--- config.mk ---
export PLATFORM = sky130hd
export DESIGN_NAME = tapt_pulse_timer
export DESIGN_NICKNAME = d
export VERILOG_FILES = /design/src/inc/tapt_pkg.sv /design/src/hw/tapt_step_sel.sv /design/src/hw/tapt_pulse_timer.sv
export VERILOG_INCLUDE_DIRS = /design/src /design/src/inc
export SDC_FILE = /design/constraint.sdc
export NUM_CORES = 1
export LEC_CHECK = 0
export ABC_CLOCK_PERIOD_IN_PS = 17750
export BUFFER_PORTS_ARGS = -buffer_cell sky130_fd_sc_hd__buf_4
export CORE_MARGIN = 1
export CORE_UTILIZATION = 60
export CTS_BUF_LIST = sky130_fd_sc_hd__clkbuf_8
export DETAILED_ROUTE_END_ITERATION = 7
export GPL_TIMING_DRIVEN = 0
export PLACE_DENSITY = 0.79
export SLEW_MARGIN = 10
export SYNTH_ARGS = -nofsm -noshare
export SYNTH_HDL_FRONTEND = slang
export SYNTH_HIERARCHICAL = 1
export SYNTH_SLANG_ARGS = --single-unit
--- constraint.sdc ---
create_clock -name ref_clk -period 17.75 [get_ports ref_clk]
set_clock_uncertainty 0.05 [all_clocks]
set_input_delay 1.775 -clock ref_clk [delete_from_list [all_inputs] [get_ports ref_clk]]
set_output_delay 1.775 -clock ref_clk [all_outputs]
set_load 0.005 [all_outputs]
--- src/inc/tapt_defs.svh ---
`ifndef TAPT_DEFS_SVH
`define TAPT_DEFS_SVH

// ----------------------------------------------------------------
// register offsets
// ----------------------------------------------------------------
`define TAPT_OFS_EVT_CFG     8'h21
`define TAPT_OFS_EVT_SRC     8'h22
`define TAPT_OFS_THR_X       8'h23
`define TAPT_OFS_THR_Y       8'h24
`define TAPT_OFS_THR_Z       8'h25
`define TAPT_OFS_DURATION    8'h26
`define TAPT_OFS_LATENCY     8'h27
`define TAPT_OFS_WINDOW      8'h28

// ----------------------------------------------------------------
// reset values and field layout
// ----------------------------------------------------------------
`define TAPT_RST_BYTE        8'h00
`define TAPT_RST_THR         7'h00
`define TAPT_CFG_LATCH_BIT   6
`define TAPT_SRC_ACTIVE_BIT  7
`define TAPT_SRC_DOUBLE_BIT  3
`define TAPT_COUNT_FULL      8'hFF

// ----------------------------------------------------------------
// time base: steps counted in units of 0.625 ms
// ----------------------------------------------------------------
`define TAPT_BASE_TICK_NS    625000
`define TAPT_CLK_PERIOD_NS   8
`define TAPT_UNIT_ONE        11'h001

// sample period per rate code, in base units
`define TAPT_PER_800         11'h002
`define TAPT_PER_400         11'h004
`define TAPT_PER_200         11'h008
`define TAPT_PER_100         11'h010
`define TAPT_PER_50          11'h020
`define TAPT_PER_12P5        11'h080
`define TAPT_PER_6P25        11'h100
`define TAPT_PER_1P56        11'h400
`define TAPT_RATE_400        3'h1

// duration step caps, filter on
`define TAPT_CAP_ON_NORMAL   11'h020
`define TAPT_CAP_ON_LOW_POWER_LOW_NOISE_MODE     11'h080
`define TAPT_CAP_ON_HIRES    11'h004
`define TAPT_CAP_ON_LP       11'h100
// duration step caps, filter off
`define TAPT_CAP_OFF_NORMAL  11'h008
`define TAPT_CAP_OFF_LOW_POWER_LOW_NOISE_MODE    11'h020
`define TAPT_CAP_OFF_HIRES   11'h001
`define TAPT_CAP_OFF_LP      11'h040

`endif

--- src/inc/tapt_pkg.sv ---
package tapt_pkg;

	typedef enum logic [1:0] {
		TAPT_MODE_NORMAL = 2'h0,
		TAPT_MODE_LOW_POWER_LOW_NOISE_MODE   = 2'h1,
		TAPT_MODE_HIRES  = 2'h2,
		TAPT_MODE_LP     = 2'h3
	} tapt_mode_t;

	typedef enum logic [4:0] {
		TAPT_IDLE    = 5'h01,
		TAPT_PULSE1  = 5'h02,
		TAPT_LATENCY = 5'h04,
		TAPT_WINDOW  = 5'h08,
		TAPT_PULSE2  = 5'h10
	} tapt_state_t;

	typedef struct packed {
		logic       neg;
		logic [7:0] mag;
	} tapt_axis_t;

	typedef tapt_axis_t [2:0] tapt_axes_t;

	typedef struct packed {
		logic [2:0]  sample_rate;
		tapt_mode_t  mode;
		logic        tap_filter_enable;
	} tapt_timebase_t;

endpackage

--- src/hw/tapt_step_sel.sv ---
`timescale 1ns/100ps
`include "tapt_defs.svh"

module tapt_step_sel
	import tapt_pkg::*;
(
	input  wire tapt_timebase_t tb,
	output logic [10:0]         dur_step,
	output logic [10:0]         lat_step
);

	function automatic logic [10:0] period_of(input logic [2:0] r);
		case (r)
			3'h0: period_of = `TAPT_PER_800;
			3'h1: period_of = `TAPT_PER_400;
			3'h2: period_of = `TAPT_PER_200;
			3'h3: period_of = `TAPT_PER_100;
			3'h4: period_of = `TAPT_PER_50;
			3'h5: period_of = `TAPT_PER_12P5;
			3'h6: period_of = `TAPT_PER_6P25;
			default: period_of = `TAPT_PER_1P56;
		endcase
	endfunction

	function automatic logic [10:0] cap_of(input tapt_mode_t m, input logic f);
		case (m)
			TAPT_MODE_NORMAL: cap_of = f ? `TAPT_CAP_ON_NORMAL : `TAPT_CAP_OFF_NORMAL;
			TAPT_MODE_LOW_POWER_LOW_NOISE_MODE:   cap_of = f ? `TAPT_CAP_ON_LOW_POWER_LOW_NOISE_MODE : `TAPT_CAP_OFF_LOW_POWER_LOW_NOISE_MODE;
			TAPT_MODE_HIRES:  cap_of = f ? `TAPT_CAP_ON_HIRES : `TAPT_CAP_OFF_HIRES;
			default:          cap_of = f ? `TAPT_CAP_ON_LP : `TAPT_CAP_OFF_LP;
		endcase
	endfunction

	// ----------------------------------------------------------------
	// duration step, latency and window step is twice that
	// ----------------------------------------------------------------
	always_comb begin
		logic [10:0] raw;
		logic [10:0] cap;
		raw = period_of(tb.sample_rate);
		cap = cap_of(tb.mode, tb.tap_filter_enable);
		// filter off: quarter of the sample period, half in low power, one unit at least
		if (!tb.tap_filter_enable) begin
			raw = (tb.mode == TAPT_MODE_LP) ? raw >> 1 : raw >> 2;
			if (raw < `TAPT_UNIT_ONE) begin
				raw = `TAPT_UNIT_ONE;
			end
		end
		dur_step = (raw < cap) ? raw : cap;
		lat_step = {dur_step[9:0], 1'b0};
	end

endmodule

--- src/hw/tapt_pulse_timer.sv ---
// Notes on behaviour
// - a tap counts only if it falls below threshold within the duration limit
// - longest duration is the duration step times 255
// - duration step depends on sample rate, power mode and tap filter
// - filter on: duration step 1.25 ms at 800 Hz, doubling, capped per mode
// - filter off: duration step 0.625 ms at 800/400 Hz (800 Hz only in low power), doubling, capped per mode
// - after a first pulse a dead time runs; pulses inside it are ignored
// - longest dead time is the dead-time step times 255
// - filter on: dead-time step 2.5 ms at 800 Hz, doubling, capped per mode
// - filter off: dead-time step 1.25 ms at 800/400 Hz (800 Hz only in low power), doubling, capped
// - for double taps, second pulse must start in a window after dead time
// - a second pulse not shorter than the duration limit is rejected
// - second pulse may end after the window closed if it started inside
// - longest window is the window step times 255
// - filter on: window step equals the dead-time step
// - filter off: window step 1.25 ms at 800 Hz, capped per mode
// - tap filter enable comes from the high-pass filter configuration
// - each axis threshold is a 7-bit unsigned value against magnitude
// - reading the event source clears all its bits and the event
`timescale 1ns/100ps
`include "tapt_defs.svh"

module tapt_pulse_timer
	import tapt_pkg::*;
#(
	parameter int unsigned BASE_CYCLES = `TAPT_BASE_TICK_NS / `TAPT_CLK_PERIOD_NS
)(
	input  wire logic           ref_clk,
	input  wire logic           reset,
	input  wire logic [7:0]     reg_addr,
	input  wire logic [7:0]     reg_wdata,
	input  wire logic           reg_wr,
	input  wire logic           reg_rd,
	output logic [7:0]          reg_rdata,
	input  wire tapt_timebase_t timebase,
	input  wire logic           sample_strobe,
	input  wire tapt_axes_t     axes,
	output logic                tap_single_event,
	output logic                tap_double_event,
	output logic                tap_event_active
);

	// ----------------------------------------------------------------
	// registers
	// ----------------------------------------------------------------
	logic [7:0] evt_cfg, next_evt_cfg;
	logic [7:0] tap_event_source, next_tap_event_source;
	logic [6:0] axis_tap_threshold [3];
	logic [6:0] next_axis_tap_threshold [3];
	logic [7:0] tap_duration_limit, next_tap_duration_limit;
	logic [7:0] tap_latency_time, next_tap_latency_time;
	logic [7:0] tap_second_window, next_tap_second_window;
	logic [7:0] next_reg_rdata;

	// ----------------------------------------------------------------
	// detector state
	// ----------------------------------------------------------------
	tapt_state_t state, next_state;
	logic [16:0] pre_cnt, next_pre_cnt;
	logic [10:0] sub_cnt, next_sub_cnt;
	logic [7:0]  tcnt, next_tcnt;
	logic [2:0]  prev_above, next_prev_above;
	logic [1:0]  axis, next_axis;
	logic        next_single, next_double;
	logic [2:0]  above;
	logic [10:0] dur_step, lat_step, step_units;
	logic        base_tick, step_tick;
	logic        evt_fire, evt_dbl;

	tapt_step_sel u_step (
		.tb       (timebase),
		.dur_step (dur_step),
		.lat_step (lat_step)
	);

	function automatic logic [1:0] first_axis(input logic [2:0] v);
		first_axis = v[0] ? 2'h0 : (v[1] ? 2'h1 : 2'h2);
	endfunction

	function automatic logic single_en(input logic [7:0] c, input logic [1:0] a);
		single_en = c[{a, 1'b0}];
	endfunction

	function automatic logic double_en(input logic [7:0] c, input logic [1:0] a);
		double_en = c[{a, 1'b1}];
	endfunction

	// ----------------------------------------------------------------
	// threshold compare per axis
	// ----------------------------------------------------------------
	genvar gi;
	generate
		for (gi = 0; gi < 3; gi++) begin : g_thr
			assign above[gi] = axes[gi].mag > {1'b0, axis_tap_threshold[gi]};
		end
	endgenerate

	assign base_tick  = pre_cnt == 17'(BASE_CYCLES - 1);
	assign step_units = (state == TAPT_LATENCY || state == TAPT_WINDOW) ? lat_step : dur_step;
	assign step_tick  = base_tick && (sub_cnt == step_units - `TAPT_UNIT_ONE);

	// ----------------------------------------------------------------
	// detector next state
	// ----------------------------------------------------------------
	always_comb begin
		logic [2:0] rise;
		logic [2:0] armed;
		rise            = above & ~prev_above;
		armed           = {evt_cfg[5] | evt_cfg[4], evt_cfg[3] | evt_cfg[2],
			evt_cfg[1] | evt_cfg[0]};
		next_state      = state;
		next_axis       = axis;
		next_prev_above = sample_strobe ? above : prev_above;
		next_pre_cnt    = base_tick ? 17'h0 : pre_cnt + 17'h1;
		next_sub_cnt    = step_tick ? 11'h0 : (base_tick ? sub_cnt + 11'h1 : sub_cnt);
		next_tcnt       = (step_tick && tcnt != `TAPT_COUNT_FULL) ? tcnt + 8'h1 : tcnt;
		next_single     = 1'b0;
		next_double     = 1'b0;
		case (state)
			TAPT_IDLE: begin
				next_tcnt    = 8'h0;
				next_sub_cnt = 11'h0;
				if (sample_strobe && |(rise & armed)) begin
					next_axis  = first_axis(rise & armed);
					next_state = TAPT_PULSE1;
				end
			end
			TAPT_PULSE1: begin
				if (tcnt >= tap_duration_limit) begin
					next_state = TAPT_IDLE;
				end else if (sample_strobe && !above[axis]) begin
					next_single  = single_en(evt_cfg, axis);
					next_state   = TAPT_LATENCY;
					next_tcnt    = 8'h0;
					next_sub_cnt = 11'h0;
				end
			end
			TAPT_LATENCY: begin
				if (tcnt >= tap_latency_time) begin
					next_state   = double_en(evt_cfg, axis) ? TAPT_WINDOW : TAPT_IDLE;
					next_tcnt    = 8'h0;
					next_sub_cnt = 11'h0;
				end
			end
			TAPT_WINDOW: begin
				if (sample_strobe && rise[axis] && tcnt < tap_second_window) begin
					next_state   = TAPT_PULSE2;
					next_tcnt    = 8'h0;
					next_sub_cnt = 11'h0;
				end else if (tcnt >= tap_second_window) begin
					next_state = TAPT_IDLE;
				end
			end
			TAPT_PULSE2: begin
				if (tcnt >= tap_duration_limit) begin
					next_state = TAPT_IDLE;
				end else if (sample_strobe && !above[axis]) begin
					next_double = 1'b1;
					next_state  = TAPT_IDLE;
				end
			end
			default: begin
				next_state = TAPT_IDLE;
			end
		endcase
	end

	always_ff @(posedge ref_clk) begin
		if (reset) begin
			state            <= TAPT_IDLE;
			axis             <= 2'h0;
			prev_above       <= 3'h0;
			pre_cnt          <= 17'h0;
			sub_cnt          <= 11'h0;
			tcnt             <= 8'h0;
			tap_single_event <= 1'b0;
			tap_double_event <= 1'b0;
		end else begin
			state            <= next_state;
			axis             <= next_axis;
			prev_above       <= next_prev_above;
			pre_cnt          <= next_pre_cnt;
			sub_cnt          <= next_sub_cnt;
			tcnt             <= next_tcnt;
			tap_single_event <= next_single;
			tap_double_event <= next_double;
		end
	end

	// ----------------------------------------------------------------
	// register file and event source
	// ----------------------------------------------------------------
	assign evt_fire = tap_single_event | tap_double_event;
	assign evt_dbl  = tap_double_event;

	always_comb begin
		logic rd_src;
		rd_src                  = reg_rd && reg_addr == `TAPT_OFS_EVT_SRC;
		next_evt_cfg            = evt_cfg;
		next_tap_duration_limit = tap_duration_limit;
		next_tap_latency_time   = tap_latency_time;
		next_tap_second_window  = tap_second_window;
		next_axis_tap_threshold = axis_tap_threshold;
		next_tap_event_source   = rd_src ? `TAPT_RST_BYTE : tap_event_source;
		// an event in the clearing cycle still lands; latch freezes otherwise
		if (evt_fire && !(evt_cfg[`TAPT_CFG_LATCH_BIT] && !rd_src
			&& tap_event_source[`TAPT_SRC_ACTIVE_BIT])) begin
			next_tap_event_source = `TAPT_RST_BYTE;
			next_tap_event_source[`TAPT_SRC_ACTIVE_BIT] = 1'b1;
			next_tap_event_source[3'(axis) + 3'h4]      = 1'b1;
			next_tap_event_source[`TAPT_SRC_DOUBLE_BIT] = evt_dbl;
			next_tap_event_source[axis]                 = axes[axis].neg;
		end
		if (reg_wr) begin
			case (reg_addr)
				`TAPT_OFS_EVT_CFG:  next_evt_cfg = reg_wdata;
				`TAPT_OFS_THR_X:    next_axis_tap_threshold[0] = reg_wdata[6:0];
				`TAPT_OFS_THR_Y:    next_axis_tap_threshold[1] = reg_wdata[6:0];
				`TAPT_OFS_THR_Z:    next_axis_tap_threshold[2] = reg_wdata[6:0];
				`TAPT_OFS_DURATION: next_tap_duration_limit = reg_wdata;
				`TAPT_OFS_LATENCY:  next_tap_latency_time = reg_wdata;
				`TAPT_OFS_WINDOW:   next_tap_second_window = reg_wdata;
				default: begin
				end
			endcase
		end
		next_reg_rdata = `TAPT_RST_BYTE;
		if (reg_rd) begin
			case (reg_addr)
				`TAPT_OFS_EVT_CFG:  next_reg_rdata = evt_cfg;
				`TAPT_OFS_EVT_SRC:  next_reg_rdata = tap_event_source;
				`TAPT_OFS_THR_X:    next_reg_rdata = {1'b0, axis_tap_threshold[0]};
				`TAPT_OFS_THR_Y:    next_reg_rdata = {1'b0, axis_tap_threshold[1]};
				`TAPT_OFS_THR_Z:    next_reg_rdata = {1'b0, axis_tap_threshold[2]};
				`TAPT_OFS_DURATION: next_reg_rdata = tap_duration_limit;
				`TAPT_OFS_LATENCY:  next_reg_rdata = tap_latency_time;
				`TAPT_OFS_WINDOW:   next_reg_rdata = tap_second_window;
				default:            next_reg_rdata = `TAPT_RST_BYTE;
			endcase
		end
	end

	always_ff @(posedge ref_clk) begin
		if (reset) begin
			evt_cfg            <= `TAPT_RST_BYTE;
			tap_event_source   <= `TAPT_RST_BYTE;
			axis_tap_threshold <= '{default: `TAPT_RST_THR};
			tap_duration_limit <= `TAPT_RST_BYTE;
			tap_latency_time   <= `TAPT_RST_BYTE;
			tap_second_window  <= `TAPT_RST_BYTE;
			reg_rdata          <= `TAPT_RST_BYTE;
			tap_event_active   <= 1'b0;
		end else begin
			evt_cfg            <= next_evt_cfg;
			tap_event_source   <= next_tap_event_source;
			axis_tap_threshold <= next_axis_tap_threshold;
			tap_duration_limit <= next_tap_duration_limit;
			tap_latency_time   <= next_tap_latency_time;
			tap_second_window  <= next_tap_second_window;
			reg_rdata          <= next_reg_rdata;
			tap_event_active   <= next_tap_event_source[`TAPT_SRC_ACTIVE_BIT];
		end
	end
endmodule

; ---- Yosys cells after proc, flatten, opt, wreduce, memory -nomap -nowiden
; Cells that the tools add are included.
; Widths: inputs -> output; s select.
[word_totals]
ff_bits = 117
in_bits = 54
output_inout_bits = 11
word_cells = 168
[classes]
add_sub_neg = 5
order_cmp = 16
n_eq_ne = 30
n_mux = 55
bitwise_logic = 11
reduce_logical = 33
[ops]
columns = op, count
row1 = $mux 11, 10
row2 = $pmux 11 s7, 1
row3 = $eq 8x6->1 const B, 8
row4 = $mux 8, 8
row5 = $pmux 8 s8, 1
row6 = $pmux 11 s4, 1
row7 = $mux 5, 8
row8 = $pmux 11 s3, 1
row9 = $pmux 8 s4, 1
row10 = $pmux 5 s5, 1
row11 = $ge 8x8->1, 3
row12 = $gt 8x7->1, 3
row13 = $bmux 9 s2, 1
row14 = $mux 9, 2
row15 = $add 17x1->17 const B, 1
row16 = $eq 17x17->1 const B, 1
row17 = $reduce_and 2->1, 8
row18 = $logic_and 1x1->1, 12
row19 = $lt 3x4->1 const B, 3
row20 = $add 11x1->11 const B, 1
row21 = $eq 11x11->1, 1
row22 = $lt 11x1->1 const B, 1
row23 = $lt 11x11->1, 1
row24 = $sub 11x1->11 const B, 1
row25 = other kinds (45), 71

; ---- Depth between registers and ports, before layout
[logic_depth]
depth_word = 17
depth_mapped = 26
depth_no_buf = 23

; ---- Hierarchy
; Netlist, hierarchy kept.
[by_module_without_submodules]
columns = mod, n_inst, cells_each, area_each_um2, seq_area_each_um2
row1 = tapt_pulse_timer, 1, 887, 7455.9, 2342.2
row2 = tapt_step_sel, 1, 89, 655.6, 0.0

; ---- Worst setup path after synthesis
; OpenSTA, ideal clock, no wires.
[synth_timing]
kind = input-to-reg
start = input timebase[4] (netlist bit)
end = register tcnt[3]
setup_time_ps = 73
t_arrival_ps = 6663
t_required_ps = 17627
slack_ps = 10964
cell_stages = 19
path_buffers = 2
cell_sequence = clkbuf_1 mux2_2 a21oi_1 nor2_1 ha_1 nor2b_1 a221oi_2 nor3_1 a211oi_4 mux2_4 buf_4 or3_1 nor4b_2 a221o_1 nand3b_1 a32o_1 or4_4 or4_1 a21oi_1
[synth_via]
elab_chain_len = 17
elab_cells_between_ends = 25
classes_between = 1 x add/sub / 2 x order compare / 7 x eq/ne / 12 x mux / 3 x reduce/logical
[synth_rtl]
columns = element, line
row1 = "start, declared", tapt_pulse_timer.sv:35  ; input wire tapt_timebase_t timebase,
row2 = "$eq 3x3->1, or another cell as far along", tapt_step_sel.sv:13  ; case (r)
row3 = $pmux 11 s7 (*), tapt_step_sel.sv:13
row4 = $mux 10, tapt_step_sel.sv:44  ; raw = (tb.mode == TAPT_MODE_LP) ? raw >> 1 : raw >> 2;
row5 = $lt 11x1->1 (no line), --
row6 = $mux 11, tapt_step_sel.sv:45  ; if (raw < `TAPT_UNIT_ONE) begin
row7 = $mux 11 (*), tapt_step_sel.sv:43  ; if (!tb.tap_filter_enable) begin
row8 = $lt 11x11->1, tapt_step_sel.sv:49  ; dur_step = (raw < cap) ? raw : cap;
row9 = $mux 11 (*), tapt_step_sel.sv:49
row10 = via dur_step[2], tapt_pulse_timer.sv:66  ; logic [10:0] dur_step, lat_step, step_units;
row11 = [1 not listed], --
row12 = $sub 11x1->11 (no line) (*), --
row13 = $eq 11x11->1 (no line) (*), --
row14 = $logic_and 1x1->1 (*), tapt_pulse_timer.sv:100  ; assign step_tick = base_tick && (sub_cnt == step_units - `TAPT_UNIT_ONE);
row15 = $logic_and 1x1->1 (no line) (*), --
row16 = $mux 8 (*), tapt_pulse_timer.sv:116  ; next_tcnt = (step_tick && tcnt != `TAPT_COUNT_FULL) ? tcnt + 8'h1 : tcnt;
row17 = $mux 8, tapt_pulse_timer.sv:131  ; end else if (sample_strobe && !above[axis]) begin
row18 = $mux 8, tapt_pulse_timer.sv:129  ; if (tcnt >= tap_duration_limit) begin
row19 = $pmux 8 s4 (*), tapt_pulse_timer.sv:119  ; case (state)
row20 = "end signal, assigned", tapt_pulse_timer.sv:184  ; tcnt <= next_tcnt;
row21 = "end, declared", tapt_pulse_timer.sv:61  ; logic [7:0] tcnt, next_tcnt;
; Mark *: on every way through the listed nets, which the timed path passes. The rest lies on a longest branch.
; A chain may end at the register's enable or synchronous reset.

; ---- Worst setup path in the final report
[layout_timing]
start = input timebase[3] (netlist bit)
end = register tcnt[4]
; Same word-level chain as after synthesis.

==> results.sh <==
export IMPL_drv_slew=0
export IMPL_finalHoldViolations=0
export IMPL_io_buffers=59
export IMPL_ys_ff_latch=117
export IMPL_drcViolationCount=0
export IMPL_clock_power_share_pct=43.2
export IMPL_clock_path_buffers=2
export IMPL_leakage_nw=3.47
export IMPL_htreeDepth=4
export IMPL_die_width_um=118
export IMPL_place_area_mm2=0.00879
export IMPL_synth_area_leaders="dfxtp_1, ha_1, mux2i_1"
export IMPL_synth_cell_types=84
export IMPL_grt_overflow=0
export IMPL_seq_area_frac_synth_pct=28.9
export IMPL_syn_area_mm2=0.00811
export IMPL_dp_hpwl_um=15500
export IMPL_crit_fanout=10
export IMPL_holdBufCountCts=0
export IMPL_maxSlewHeadroom_pct=16.4
export IMPL_period_share_pct=39.8
export IMPL_postSynthCellCount=976
export IMPL_max_slew_worst_pin_slew_ns=1.24
export IMPL_finalSetupTns_ns=0
export IMPL_ant_nets=0
export IMPL_timing_hold_ws_ns=0.423
export IMPL_path_class="primary input to flop"
export IMPL_final_area_mm2=0.00922
export IMPL_synth_top_cell_area_share_pct=28.9
export IMPL_p_sw_share_pct=25.1
export IMPL_drtIter0Drc=867
export IMPL_grt_pass1_wl_um=33600
export IMPL_fmax_mhz=142
export IMPL_routed_wl_um=20600
export IMPL_utilization_pct=69.9
export IMPL_cts_tree="yes"
export IMPL_grt_start_max_net_pins=17
export IMPL_drive_gt1_share_pct=15.0
export IMPL_io_pins=65
export IMPL_power_density_mw_per_mm2=67.2
export IMPL_cp_end_kind="flop"
export IMPL_clock_sinks=117
export IMPL_dieArea_mm2=0.0140
export IMPL_multi_input_area_mm2=0.00520
export IMPL_fp_coreArea_mm2=0.0132
export IMPL_hold_path_depth=2
export IMPL_nFillCells=1104
export IMPL_area_growth_pct=13.7
export IMPL_nets=1167
export IMPL_grt_usage_pct=30.0
export IMPL_min_path_type="flop to flop"
export IMPL_synth_common_cells="dfxtp_1, nor2_1, inv_1"
export IMPL_cts_repair_resized=0
export IMPL_initial_core_util_pct=61.5
export IMPL_die_h_um=118
export IMPL_yosys_area_top_type="dfxtp_1"
export IMPL_pwr_share_comb_pct=14.0
export IMPL_seqPwrFrac_pct=42.8
export IMPL_arrival_ns=7.37
export IMPL_synth_warning_count=6
export IMPL_vias=7479
export IMPL_cp_required_ns=18.06
export IMPL_seq_area_mm2=0.00234
export IMPL_cts_root_buf="clkbuf_8"
export IMPL_rsz0062_at_grt="false"
export IMPL_min_period_ns=7.06
export IMPL_internal_power_mw=0.465
export IMPL_ys_async_sr_fraction_pct=0
export IMPL_dr_pass1_iters=7
export IMPL_globalplace_congestion=0.927
export IMPL_cp_start_kind="primary input"
export IMPL_synth_edf_count=0
export IMPL_status="finished clean"
export IMPL_clk_pin_slew_ns=0.07
export IMPL_insertion_delay_ns=0.45
export IMPL_antenna_found_initial=0
export IMPL_rows=42
export IMPL_diodes=0
export IMPL_peakVddDrop_mv=0.0553
export IMPL_synth_avg_cell_area_um2=8.31
export IMPL_post_cts_buffers=0
export IMPL_grt_pass1_vias=6821
export IMPL_viasPerCell=6.00
export IMPL_p_switching_mw=0.156
export IMPL_wl_per_cell_um=16.5
export IMPL_max_cap_violations=0
export IMPL_rrSetupSlack_ns=13.78
export IMPL_worstRegToRegCells=10
export IMPL_cts_buffers=17
export IMPL_final_setup_viol_count=0
export IMPL_synth_ff_type="dfxtp_1"
export IMPL_p_total_mw=0.620
[per-stage QoR]
| stage | instances | setup slack, ns |
|---|---|---|
| global route | 1246 | 10.30 |
| floorplan | 979 | 10.96 |
| CTS | 1246 | 10.76 |
| global placement | 1214 | 10.39 |
| detailed placement | 1214 | 10.32 |
| finish | 1246 | 10.69 |
[power by group through the flow]
stage | clock network, mW | registers [mW] | logic, mW
after global routing | 0.284 | 0.265 | 0.0944
after CTS | 0.271 | 0.265 | 0.0853
after global placement | 0 | 0.271 | 0.0835
final | 0.268 | 0.265 | 0.0869
after detailed placement | 0 | 0.271 | 0.0851
after floorplan | 0 | 0.271 | 0.0591
[final timing paths]
path                               start                   end
setup / recovery             timebase[3]               tcnt[4]
hold / removal      tap_second_window[3]  tap_second_window[3]
setup reg to reg  axis_tap_threshold[13]            sub_cnt[6]
hold reg to reg     tap_second_window[3]  tap_second_window[3]
[registers in the layout, summed over array words and instances, names as in the netlist, 5 cells and up]
signal              count
axis_tap_threshold     21
pre_cnt                17
sub_cnt                11
evt_cfg                 8
reg_rdata               8
tap_duration_limit      8
tap_event_source        8
tap_latency_time        8
tap_second_window       8
tcnt                    8
state                   5
[cell families (layout without fill, tap and decap cells)]
family,Yosys count,in the layout,synth area share (%)
mux,78,78,10.9
xor+xnor,38,38,4.61
buf+inv,125,216,7.14
fa+ha+maj,56,56,8.64
other cells,1,4,0.0462
compound gates,170,170,14.3
flops,117,117,28.9
simple gates,391,391,25.5
[cell type report]
| type | instances | share of cell area (%) |
|---|---|---|
| Buffer | 61 | 3.68 |
| Clock buffer | 20 | 2.99 |
| Clock inverter | 12 | 1.74 |
| Inverter | 64 | 2.61 |
| Multi-Input combinational cell | 737 | 56.4 |
| Sequential cell | 117 | 25.4 |
| Tap cell | 176 | 2.39 |
| Timing Repair Buffer | 59 | 4.80 |
[routing by layer]
| layer | track usage (%) | routed length (um) | up-vias |
|---|---|---|---|
| met3 | 5.84 | 1390 | 53 |
| li1 | - | - | 3664 |
| met4 | 9.62 | 469 | 0 |
| met1 | 42.2 | 9570 | 3488 |
| met2 | 46.2 | 9170 | 274 |
| met5 | 0 | 0 | - |
[critical path: stages]
cell and delay, ns:
buf_4 0.08, clkbuf_1 0.34, nand2_1 0.12, mux2_2 0.28, nor3_1 0.29, ha_1 0.32, o21a_1 0.12, o21bai_1 0.15
a21oi_1 0.09, a211oi_4 0.53, mux2i_1 0.43, o21ai_0 0.23, and2_1 0.21, ha_1 0.26, xor2_1 0.19, or3_1 0.35
a221oi_1 0.30, o2111ai_1 0.15, or4_4 0.47, or4_1 0.53, a21oi_1 0.15
[cell usage in the layout (no fill, tap or decap), types with 18 or more instances in the layout]
| cell | instances |
|---|---|
| nand2_1 | 59 |
| clkbuf_8 | 20 |
| clkbuf_1 | 35 |
| ha_1 | 56 |
| inv_1 | 67 |
| buf_4 | 80 |
| a21oi_1 | 45 |
| nand3_1 | 53 |
| o21ai_0 | 30 |
| nor3_1 | 26 |
| dfxtp_1 | 117 |
| mux2i_1 | 59 |
| xnor2_1 | 19 |
| nor2_1 | 117 |
| nand4_1 | 18 |
No activity file was read; power rests on OpenSTA's default activity.
